==> src/core/mcp_pkg.sv <==
// Shared types and constants of the motion command priority block
// Operation
// - Reload refreshes memory, clears accel shape
// - Parameter write updates RAM in all states
// - Target loads in idle, moving, homing only
// - Hard faults set halt flag; idle goes down, motion abrupt halts
// - Thermal fault: idle down, motion ramps halt
// - Start powered down; leave after status read
// - Homing uses own set copied at start
// - Second homing motion forces accel shape one
// - Status read shows RAM velocities, not homing
// - Stay down until thermal and halt clear
// - Flags clear on read when cause gone
// - Writes during homing leave run untouched
// - Secure enable unless secure code most negative
// - Halt exit set leaving halts, cleared idle
// - Idle position mismatch starts move, lowest priority
// - Step loss blocks target loads, secure travel
// - Homing, zero still run; zero idle/down only
// - Step loss cleared only by status read
// - Abrupt beats ramped beats target reached
package mcp_pkg;

  localparam int POS_W     = 16;
  localparam int SEC_W     = 11;
  localparam int SEC_LSB_W = POS_W - SEC_W;
  localparam int NIB_W     = 4;

  localparam logic [SEC_W-1:0] SEC_DISABLED = 11'h400;
  localparam logic [POS_W-1:0] POS_ZERO     = 16'h0000;

  typedef enum logic [2:0] {
    ST_IDLE, ST_MOVE, ST_HOME, ST_RHALT, ST_AHALT, ST_DOWN
  } mcp_state_t;

  typedef enum logic [3:0] {
    CMD_NONE, CMD_STATUS1, CMD_STATUS2, CMD_OTP_READ, CMD_RELOAD,
    CMD_WRITE_PARAMS, CMD_ZERO, CMD_LOAD_TARGET, CMD_GO_SAFE,
    CMD_HOMING, CMD_ABRUPT, CMD_RAMPED
  } mcp_cmd_code_t;

  typedef struct packed {
    logic             accel_shape;
    logic             shaft;
    logic [NIB_W-1:0] irun;
    logic [NIB_W-1:0] ihold;
    logic [NIB_W-1:0] vmin;
    logic [NIB_W-1:0] vmax;
    logic [NIB_W-1:0] acc;
    logic [SEC_W-1:0] secure_position;
    logic [1:0]       step_mode;
  } mcp_param_t;

  localparam mcp_param_t PARAM_RST = '0;

  typedef struct packed {
    logic             valid;
    mcp_cmd_code_t    code;
    logic [POS_W-1:0] position;
    mcp_param_t       params;
  } mcp_cmd_t;

  typedef struct packed {
    logic charge_pump_fail;
    logic undervoltage_shutdown;
    logic electrical_defect;
    logic over_temp;
    logic over_current;
  } mcp_fault_t;

  typedef struct packed {
    logic supply_reset_flag;
    logic step_loss;
    logic thermal;
    logic hard_halt_flag;
  } mcp_flags_t;

endpackage : mcp_pkg

==> src/core/mcp_fsm.sv <==
// Command and fault priority state machine of the motion controller
`timescale 1ns/10ps
`default_nettype none
module mcp_fsm
  import mcp_pkg::*;
(
  input  wire logic             sys_clk,
  input  wire logic             rst,
  input  wire mcp_cmd_t         cmd,
  input  wire mcp_fault_t       fault,
  input  wire mcp_param_t       otp_data,
  input  wire logic             motion_done,
  input  wire logic             homing_second,
  input  wire logic [POS_W-1:0] actual_position,
  output var  mcp_state_t       state_r,
  output var  logic [POS_W-1:0] target_position_r,
  output var  logic             actual_clear_r,
  output var  logic             otp_refresh_r,
  output var  logic             halt_exit_r,
  output var  logic             secure_enable_r,
  output var  logic             secure_travel_en_r,
  output var  mcp_flags_t       flags_r,
  output var  mcp_param_t       ram_params_r,
  output var  mcp_param_t       home_params_r,
  output var  mcp_param_t       eff_params_r
);

  mcp_state_t state_nxt;

  logic c_status1;
  logic c_otp_read;
  logic c_reload;
  logic c_write;
  logic c_zero;
  logic c_load;
  logic c_safe;
  logic c_home;
  logic c_abrupt;
  logic c_ramped;

  always_comb begin
    c_status1  = cmd.valid && cmd.code == CMD_STATUS1;
    c_otp_read = cmd.valid && cmd.code == CMD_OTP_READ;
    c_reload   = cmd.valid && cmd.code == CMD_RELOAD;
    c_write    = cmd.valid && cmd.code == CMD_WRITE_PARAMS;
    c_zero     = cmd.valid && cmd.code == CMD_ZERO;
    c_load     = cmd.valid && cmd.code == CMD_LOAD_TARGET;
    c_safe     = cmd.valid && cmd.code == CMD_GO_SAFE;
    c_home     = cmd.valid && cmd.code == CMD_HOMING;
    c_abrupt   = cmd.valid && cmd.code == CMD_ABRUPT;
    c_ramped   = cmd.valid && cmd.code == CMD_RAMPED;
  end

  logic sec_en;
  logic tgt_state;
  logic load_ok;
  logic safe_ok;
  logic zero_ok;
  logic in_halt;
  logic halt_done;
  logic abrupt_evt;
  logic causes_gone;
  logic home_start;

  assign sec_en    = ram_params_r.secure_position != SEC_DISABLED;
  assign tgt_state = state_r == ST_IDLE || state_r == ST_MOVE ||
                     state_r == ST_HOME;
  assign load_ok   = tgt_state && c_load && !flags_r.step_loss;
  assign safe_ok   = tgt_state && c_safe && sec_en &&
                     !flags_r.step_loss;
  assign zero_ok   = c_zero &&
                     (state_r == ST_IDLE || state_r == ST_DOWN);
  assign in_halt   = state_r == ST_RHALT || state_r == ST_AHALT;
  assign halt_done = in_halt && state_nxt == ST_IDLE;
  assign abrupt_evt = c_abrupt && (state_r == ST_MOVE ||
                      state_r == ST_HOME || state_r == ST_RHALT);
  // Powered-down is left on this read only when every hard and thermal cause is already gone
  assign causes_gone = !(fault.charge_pump_fail ||
                         fault.undervoltage_shutdown ||
                         fault.electrical_defect || fault.over_temp);
  assign home_start = state_r == ST_IDLE && state_nxt == ST_HOME;

  always_comb begin
    state_nxt = state_r;
    unique case (state_r)
      ST_IDLE: begin
        if (flags_r.hard_halt_flag) begin
          state_nxt = ST_DOWN;
        end else if (flags_r.thermal) begin
          state_nxt = ST_DOWN;
        end else if (c_home) begin
          state_nxt = ST_HOME;
        end else if (load_ok || safe_ok) begin
          state_nxt = ST_MOVE;
        end else if (!halt_exit_r &&
                     actual_position != target_position_r) begin
          state_nxt = ST_MOVE;
        end
      end
      ST_MOVE: begin
        if (c_abrupt || flags_r.hard_halt_flag) begin
          state_nxt = ST_AHALT;
        end else if (c_ramped || flags_r.thermal) begin
          state_nxt = ST_RHALT;
        end else if (motion_done) begin
          state_nxt = ST_IDLE;
        end
      end
      ST_HOME: begin
        if (c_abrupt || flags_r.hard_halt_flag) begin
          state_nxt = ST_AHALT;
        end else if (flags_r.thermal) begin
          state_nxt = ST_RHALT;
        end else if (motion_done) begin
          state_nxt = ST_IDLE;
        end
      end
      ST_RHALT: begin
        if (c_abrupt || flags_r.hard_halt_flag) begin
          state_nxt = ST_AHALT;
        end else if (motion_done) begin
          state_nxt = ST_IDLE;
        end
      end
      ST_AHALT: begin
        if (motion_done) begin
          state_nxt = ST_IDLE;
        end
      end
      ST_DOWN: begin
        if (c_status1 && causes_gone) begin
          state_nxt = ST_IDLE;
        end
      end
      // Unused codes fall back to powered-down
      default: begin
        state_nxt = ST_DOWN;
      end
    endcase
  end

  // Reset lands in powered-down so the host must read status first
  always_ff @(posedge sys_clk) begin
    if (rst) begin
      state_r <= ST_DOWN;
    end else begin
      state_r <= state_nxt;
    end
  end

  always_ff @(posedge sys_clk) begin
    if (rst) begin
      target_position_r <= POS_ZERO;
    end else if (zero_ok) begin
      target_position_r <= POS_ZERO;
    end else if (halt_done) begin
      target_position_r <= actual_position;
    end else if (load_ok) begin
      target_position_r <= cmd.position;
    end else if (safe_ok) begin
      target_position_r <= {ram_params_r.secure_position,
                            {SEC_LSB_W{1'b0}}};
    end
  end

  always_ff @(posedge sys_clk) begin
    if (rst) begin
      actual_clear_r <= 1'b0;
    end else begin
      actual_clear_r <= zero_ok;
    end
  end

  always_ff @(posedge sys_clk) begin
    if (rst) begin
      otp_refresh_r <= 1'b0;
    end else begin
      otp_refresh_r <= c_reload || c_otp_read;
    end
  end

  always_ff @(posedge sys_clk) begin
    if (rst) begin
      halt_exit_r <= 1'b0;
    end else if (in_halt && state_nxt != state_r) begin
      halt_exit_r <= 1'b1;
    end else if (state_r == ST_IDLE) begin
      halt_exit_r <= 1'b0;
    end
  end

  // Secure travel is only offered while no step loss is pending
  always_ff @(posedge sys_clk) begin
    if (rst) begin
      secure_enable_r    <= 1'b0;
      secure_travel_en_r <= 1'b0;
    end else begin
      secure_enable_r    <= sec_en;
      secure_travel_en_r <= sec_en && !flags_r.step_loss;
    end
  end

  mcp_fault_flags u_flags (
    .sys_clk     (sys_clk),
    .rst         (rst),
    .fault       (fault),
    .status_read (c_status1),
    .abrupt_evt  (abrupt_evt),
    .flags_r     (flags_r)
  );

  // RAM copy stays the status view even mid-homing
  mcp_param_store u_params (
    .sys_clk       (sys_clk),
    .rst           (rst),
    .reload        (c_reload),
    .write_params  (c_write),
    .home_start    (home_start),
    .homing_active (state_r == ST_HOME),
    .homing_second (homing_second),
    .cmd_params    (cmd.params),
    .otp_data      (otp_data),
    .ram_r         (ram_params_r),
    .home_r        (home_params_r),
    .eff_r         (eff_params_r)
  );
endmodule : mcp_fsm
`default_nettype wire

==> src/core/mcp_fault_flags.sv <==
// Sticky fault and status flags cleared by the status read
`timescale 1ns/10ps
`default_nettype none
module mcp_fault_flags
  import mcp_pkg::*;
(
  input  wire logic       sys_clk,
  input  wire logic       rst,
  input  wire mcp_fault_t fault,
  input  wire logic       status_read,
  input  wire logic       abrupt_evt,
  output var  mcp_flags_t flags_r
);

  logic hard_cause;
  assign hard_cause = fault.charge_pump_fail | fault.undervoltage_shutdown |
                      fault.electrical_defect;

  // Set wins over clear, so a flag only drops once its cause is gone
  always_ff @(posedge sys_clk) begin
    if (rst) begin
      flags_r.hard_halt_flag <= 1'b0;
    end else if (hard_cause) begin
      flags_r.hard_halt_flag <= 1'b1;
    end else if (status_read) begin
      flags_r.hard_halt_flag <= 1'b0;
    end
  end

  always_ff @(posedge sys_clk) begin
    if (rst) begin
      flags_r.thermal <= 1'b0;
    end else if (fault.over_temp) begin
      flags_r.thermal <= 1'b1;
    end else if (status_read) begin
      flags_r.thermal <= 1'b0;
    end
  end

  always_ff @(posedge sys_clk) begin
    if (rst) begin
      flags_r.step_loss <= 1'b0;
    end else if (fault.undervoltage_shutdown | fault.over_current |
                 fault.over_temp | abrupt_evt) begin
      flags_r.step_loss <= 1'b1;
    end else if (status_read) begin
      flags_r.step_loss <= 1'b0;
    end
  end

  always_ff @(posedge sys_clk) begin
    if (rst) begin
      flags_r.supply_reset_flag <= 1'b1;
    end else if (status_read) begin
      flags_r.supply_reset_flag <= 1'b0;
    end
  end
endmodule : mcp_fault_flags
`default_nettype wire

==> src/core/mcp_param_store.sv <==
// Parameter RAM, homing parameter set and effective parameter view
`timescale 1ns/10ps
`default_nettype none
module mcp_param_store
  import mcp_pkg::*;
(
  input  wire logic       sys_clk,
  input  wire logic       rst,
  input  wire logic       reload,
  input  wire logic       write_params,
  input  wire logic       home_start,
  input  wire logic       homing_active,
  input  wire logic       homing_second,
  input  wire mcp_param_t cmd_params,
  input  wire mcp_param_t otp_data,
  output var  mcp_param_t ram_r,
  output var  mcp_param_t home_r,
  output var  mcp_param_t eff_r
);

  always_ff @(posedge sys_clk) begin
    if (rst) begin
      ram_r <= PARAM_RST;
    end else if (reload) begin
      ram_r             <= otp_data;
      ram_r.accel_shape <= 1'b0;
    end else if (write_params) begin
      ram_r                 <= cmd_params;
      ram_r.secure_position <= ram_r.secure_position;
      ram_r.step_mode       <= ram_r.step_mode;
    end
  end

  // Frozen for the whole run so RAM writes wait for the next move
  always_ff @(posedge sys_clk) begin
    if (rst) begin
      home_r <= PARAM_RST;
    end else if (home_start) begin
      home_r      <= ram_r;
      home_r.vmin <= cmd_params.vmin;
      home_r.vmax <= cmd_params.vmax;
    end
  end

  always_ff @(posedge sys_clk) begin
    if (rst) begin
      eff_r <= PARAM_RST;
    end else if (homing_active) begin
      eff_r             <= home_r;
      eff_r.accel_shape <= homing_second | home_r.accel_shape;
    end else begin
      eff_r <= ram_r;
    end
  end
endmodule : mcp_param_store
`default_nettype wire

==> config.mk <==
export PLATFORM = sky130hd
export DESIGN_NAME = mcp_fsm
export DESIGN_NICKNAME = d
export VERILOG_FILES = /design/src/core/mcp_pkg.sv /design/src/core/mcp_fsm.sv /design/src/core/mcp_fault_flags.sv /design/src/core/mcp_param_store.sv
export SDC_FILE = /design/constraint.sdc
export NUM_CORES = 1
export LEC_CHECK = 0
export ABC_CLOCK_PERIOD_IN_PS = 2680
export BUFFER_PORTS_ARGS = -buffer_cell sky130_fd_sc_hd__buf_2
export CAP_MARGIN = 25
export CORE_MARGIN = 4
export CORE_UTILIZATION = 47
export DETAILED_ROUTE_END_ITERATION = 10
export PLACE_DENSITY = 0.79
export SYNTH_ARGS = -nofsm -noshare
export SYNTH_HDL_FRONTEND = slang
export SYNTH_SLANG_ARGS = --single-unit
export TNS_END_PERCENT = 10
==> constraint.sdc <==
create_clock -name sys_clk -period 2.68 [get_ports sys_clk]
set_clock_uncertainty 0.2 [all_clocks]
set_input_delay 0.134 -clock sys_clk [delete_from_list [all_inputs] [get_ports sys_clk]]
set_output_delay 0.134 -clock sys_clk [all_outputs]
set_load 0.05 [all_outputs]
# Word level (Yosys, flattened, before mapping)
# Cells that the tools add are included.
# op_classes
bitwise_logic	6
mux	25
n_reduce_logical	49
n_eq_ne	19
# ops
cell	count
$mux W34	2
$mux W16	3
$mux W3	12
$mux W35	1
$logic_and A1 B1 Y1	23
$pmux W3 S6	1
$eq A4 B3 Y1 const B	4
$eq A4 B4 Y1 const B	4
$ne A16 B16 Y1	1
$logic_or A1 B1 Y1	13
$ne A11 B11 Y1 const B	1
$reduce_bool A2 Y1	5
$eq A3 B2 Y1 const B	3
$eq A3 B3 Y1 const B	2
$logic_not A3 Y1	2
$mux W1	6
$or A1 B1 Y1	6
$eq A4 B1 Y1 const B	1
$eq A4 B2 Y1 const B	1
$reduce_or A2 Y1	2
$eq A3 B1 Y1 const B	1
$logic_not A1 Y1	3
$ne A3 B3 Y1	1
$reduce_bool A3 Y1	1
# totals
in_bits	116
out_inout_bits	133
register_bits	133

# Logic depth before layout (Yosys ltp)
# logic_depth
word_depth	15
mapped_depth	8
mapped_depth_nobuf	6

# Modules after synthesis
# From an unflattened synthesis, not the netlist that was laid out.
# hier_totals
hier_cells	581
area_unflattened_um2	5773.0
# modules_own_cells
mod	seq_area_each_um2	area_per_inst_um2	cells_each	n_inst
mcp_param_store	2102.0	3990.1	367	1
mcp_fsm	480.5	1636.6	199	1
mcp_fault_flags	80.1	146.4	15	1

# Least setup slack after synthesis
# No wires, ideal clock.
# synth_timing
path_kind	register to register
from	register state_r[2]
to	register target_position_r[10]
path_buffers	1
synth_period_minus_slack_ps	2452
setup_time_ps	132
required_ps	2348
stages_incl_launch_ff	8
arrival_time_ps	2119
slack_ps	228
cell_sequence	dfxtp_1 > buf_2 > a211o_1 > nor4_4 > mux2_1 > mux2_1 > nand2_1 > a21oi_1
# synth_via
elab_chain_len	15
elab_cells_between_ends	36
classes_between	eq/ne: 5; mux: 15; reduce/logical: 16
# synth_lines
element	line_no	rtl
from (decl)	mcp_fsm.sv:15	output var mcp_state_t state_r,
from (signal assigned)	mcp_fsm.sv:147	state_r <= state_nxt;
$eq A3 B1 Y1 / $logic_not A3 Y1 (equally long branches)	mcp_fsm.sv:66, mcp_fsm.sv:85, mcp_fsm.sv:72	
$logic_or A1 B1 Y1 (2 in series)	mcp_fsm.sv:66	assign tgt_state = state_r == ST_IDLE || state_r == ST_MOVE ||
$logic_and A1 B1 Y1 (3 in series)	mcp_fsm.sv:69	assign safe_ok = tgt_state && c_safe && sec_en &&
$logic_or A1 B1 Y1	mcp_fsm.sv:93	end else if (load_ok || safe_ok) begin
$mux W3	mcp_fsm.sv:93	
$mux W3	mcp_fsm.sv:91	end else if (c_home) begin
$mux W3	mcp_fsm.sv:89	end else if (flags_r.thermal) begin
$mux W3	mcp_fsm.sv:87	if (flags_r.hard_halt_flag) begin
$pmux W3 S6	mcp_fsm.sv:85	unique case (state_r)
$logic_not A3 Y1	mcp_fsm.sv:74	assign halt_done = in_halt && state_nxt == ST_IDLE;
$logic_and A1 B1 Y1	mcp_fsm.sv:74	
$reduce_bool A3 Y1 (no line) / $mux W16 (equally long branches)	--	
to (signal assigned)	mcp_fsm.sv:157	target_position_r <= actual_position;
to (signal assigned)	mcp_fsm.sv:159	target_position_r <= cmd.position;
to (signal assigned)	mcp_fsm.sv:161	target_position_r <= {ram_params_r.secure_position,
to (decl)	mcp_fsm.sv:16	output var logic [POS_W-1:0] target_position_r,
# Parallel ways exist; a longest one is shown, timed or not.
# A chain may end at the register's enable or synchronous reset.

# Final worst setup path
# layout_timing
from	input cmd[51] (netlist name)
to	register, netlist name u_flags.flags_r[0]
# layout_via
elab_chain_len	3
# layout_lines
element	line_no	rtl
from (decl)	mcp_fsm.sv:9	input wire mcp_cmd_t cmd,
$eq A4 B1 Y1	mcp_fsm.sv:42	c_status1 = cmd.valid && cmd.code == CMD_STATUS1;
$logic_and A1 B1 Y1	mcp_fsm.sv:42	
$reduce_bool A2 Y1 (no line)	--	
# No other way between the ends.

==> run_results.csv <==
group,metric,value,unit
status,status,"finished, violations left",
status,violations,"hold timing",
die,io_pins,249,
setup_path,critPathTopFamily,"buffers and inverters",
finish,layout-drive-gt1-share,0.303,
timing,slew_viol_final,0,
timing,post-route-period-util,0.950,
grt,grt_overflow_total,0,
power_and_ir_drop,powerDensity,582,nW/um^2
finish,syn2layout_area_growth,52.4,%
timing,fmax,393,MHz
setup_path,cp.arrival,2640,ps
grt,grt_pass1_wl,34200,um
finish,stdcell_count,1171,
synth,ys.warnings.count,0,
clock_network,numCtsBuffers,17,
timing,rsz0062_at_grt,"false",
setup_path,critPathBufInv,4,
synth,synth_area,5660,sq um
setup_path,max_stage_delay,630,ps
drt,avgRoutedWirePerCell,18.1,um
clock_network,cts_tree,"done",
synth,synth-edff-count,0,
grt,antenna_found_initial,0,
grt,grt_max_degree,106,
power_and_ir_drop,peakVddDrop,461,uV
drt,drt_iter0_markers,613,
setup_path,crit_top_cell,"dlygate4sd3_1",
setup_path,crit_chain,"buf_2 > inv_1 > or4_4 > a2111oi_1 > dlygate4sd3_1 > nor2_1 > dlygate4sd3_1",
synth,synth_seq_cells,133,
timing,finalSetupTns,0,ps
clock_network,root_buffer,"clkbuf_16",
synth,synth_top_area_frac,0.471,
die,core,11600,sq um
synth,synth_cells,687,
drt,dr.pass1.iters,5,
die,die_h,118,um
setup_path,start_kind,"primary input",
place,place_area,7050,sq um
finish,mostFrequentLayoutCells,"buf_2, nand2_1, dfxtp_1",
clock_network,cts_max_level,4,
grt,track_usage,0.303,
finish,final_common_cell,"buf_2",
timing,final.setup.worst_slack,133,ps
die,die_w,118,um
setup_path,crit_type,"in -> reg",
timing,finalHoldViolations,1,
place,gp_congestion,0.903,
clock_network,cts.sink_count,133,
timing,finalSetupViolCount,0,
die,std_cell_rows,39,
finish,final_area,8620,sq um
die,initial_core_util,0.487,
finish,ff_latch_area,2660,sq um
hold_path,worstHoldPathType,"in -> reg",
synth,async_reset_ff_frac,0,
drt,vias,6458,
setup_path,reg2reg_slack,140,ps
timing,holdWs,-29.1,ps
setup_path,worstPathMaxFanout,7,
place,hpwl,12800,um
finish,final_util,0.743,
clock_network,clkTransAtPathRegs,50,ps
drt,drt_wl_total,21200,um
finish,fin_nets,1131,
place,port_buffers,234,
power_and_ir_drop,power.leakage,3.84,nW
finish,fillCellCount,777,
job,maxCapViolations,0,
setup_path,cp.required,2770,ps
timing,fin_crit,2550,ps
drt,remaining_drc_errors,0,
synth,yosysTopAreaCell,"dfxtp_1",
synth,yosys_most_used_dff,"dfxtp_1",
drt,viasPerCell,5.51,
setup_path,end_kind,"register",
clock_network,clk_latency,420,ps
die,die-area,13900,sq um
clock_network,clk_path_buf_depth,2,
synth,syn_nets,803,
synth,synth_cell_types,57,
timing,max_slew_margin,0.664,
drt,ant_nets,0,
synth,yosysSeqAreaShare,0.471,
place,pre_cts_ws,360,ps
finish,diodes,0,
place,dp.cells,1042,
timing,worstMarginPinSlew,499,ps
finish,multi_input_area,2780,sq um
grt,grt_pass1_vias,6579,
synth,synth.area.top_cells,"dfxtp_1, nand2_1, a21oi_1",
setup_path,slowest_stage,"dlygate4sd3_1",
synth,avgSynthCellArea,8.24,sq um
tightest hold or removal path: stages:
cell and delay [ps]:
buf_2 140, or4_4 180, nand2_1 50, nand2_1 50
logic make-up (layout without fill, tap and decap cells):
family                    Yosys count  count (layout)  share of synthesized area
muxes                              33              33                     0.0610
AOI/OAI and AO/OA                 160             160                      0.180
DFF                               133             133                      0.471
and+or+nand+nor                   289             289                      0.219
buffers and inverters              55             396                     0.0431
xor gates and xnor gates           17              17                     0.0263
registers in the layout (all words and copies together) (netlist names):
signal	cells
u_params.eff_r	35
u_params.home_r	35
u_params.ram_r	35
target_position_r	16
u_flags.flags_r	4
state_r	3
actual_clear_r	1
halt_exit_r	1
otp_refresh_r	1
secure_enable_r	1
secure_travel_en_r	1
cells in the mapped netlist (2+ instances only):
master / number
a2111oi_1: 2
a211o_1: 2
a211oi_1: 27
a21oi_1: 97
a221oi_2: 4
a222oi_1: 3
a22oi_1: 2
and2_1: 3
and3_1: 2
buf_1: 2
buf_2: 12
buf_4: 2
buf_6: 2
clkbuf_1: 33
dfxtp_1: 133
inv_1: 4
mux2_1: 12
mux2i_1: 21
nand2_1: 187
nand3_1: 3
nor2_1: 53
nor3_1: 15
nor4_1: 8
nor4b_1: 3
o21ai_0: 4
o21ai_1: 3
or4_1: 2
xor2_1: 17
metal layers:
| metal | up-vias | global-route usage | routed length, um |
|---|---|---|---|
| met2 | 419 | 0.502 | 10200 |
| li1 | 3016 | - | - |
| met1 | 2944 | 0.348 | 7950 |
| met3 | 79 | 0.102 | 2140 |
| met5 | - | 0 | 0 |
| met4 | 0 | 0.155 | 866 |
worst paths after layout:
| path | cells past startpoint | from | to |
|---|---|---|---|
| max | 7 | cmd[51] | u_flags.flags_r[0] |
| min | 4 | cmd[54] | u_flags.flags_r[3] |
| max reg2reg | 7 | state_r[1] | u_flags.flags_r[2] |
| min reg2reg | 2 | u_flags.flags_r[3] | u_flags.flags_r[3] |
area by class of cell:
type	instances	area share
repair buffers	360	0.278
flip-flops and latches	133	0.309
inverters	4	0.00174
clock inverters	8	0.0113
multi-input cells	499	0.322
well taps	143	0.0207
clock buffers	24	0.0570
timing repair:
action,CTS,global route
setup endpoints to repair,0,2
hold buffers,97,0
hold endpoints to repair,70,0
setup buffers,0,0
gates resized for setup,0,4
per-stage QoR:
stage | power, mW | hold WS, ps
2_1_floorplan | 2.42 | 10.7
3_3_place_gp | 2.60 | 166
3_5_place_dp | 2.60 | 178
4_1_cts | 5.00 | 0.0969
5_1_grt | 5.17 | 3.27
6_report | 5.01 | -29.1
where the power goes:
part / internal, mW / switching [mW]
logic: 0.273 / 0.376
clock network: 1.46 / 0.848
registers: 2.02 / 0.0364
total: 3.75 / 1.26
Note: power is estimated with default switching activity, not from simulation.
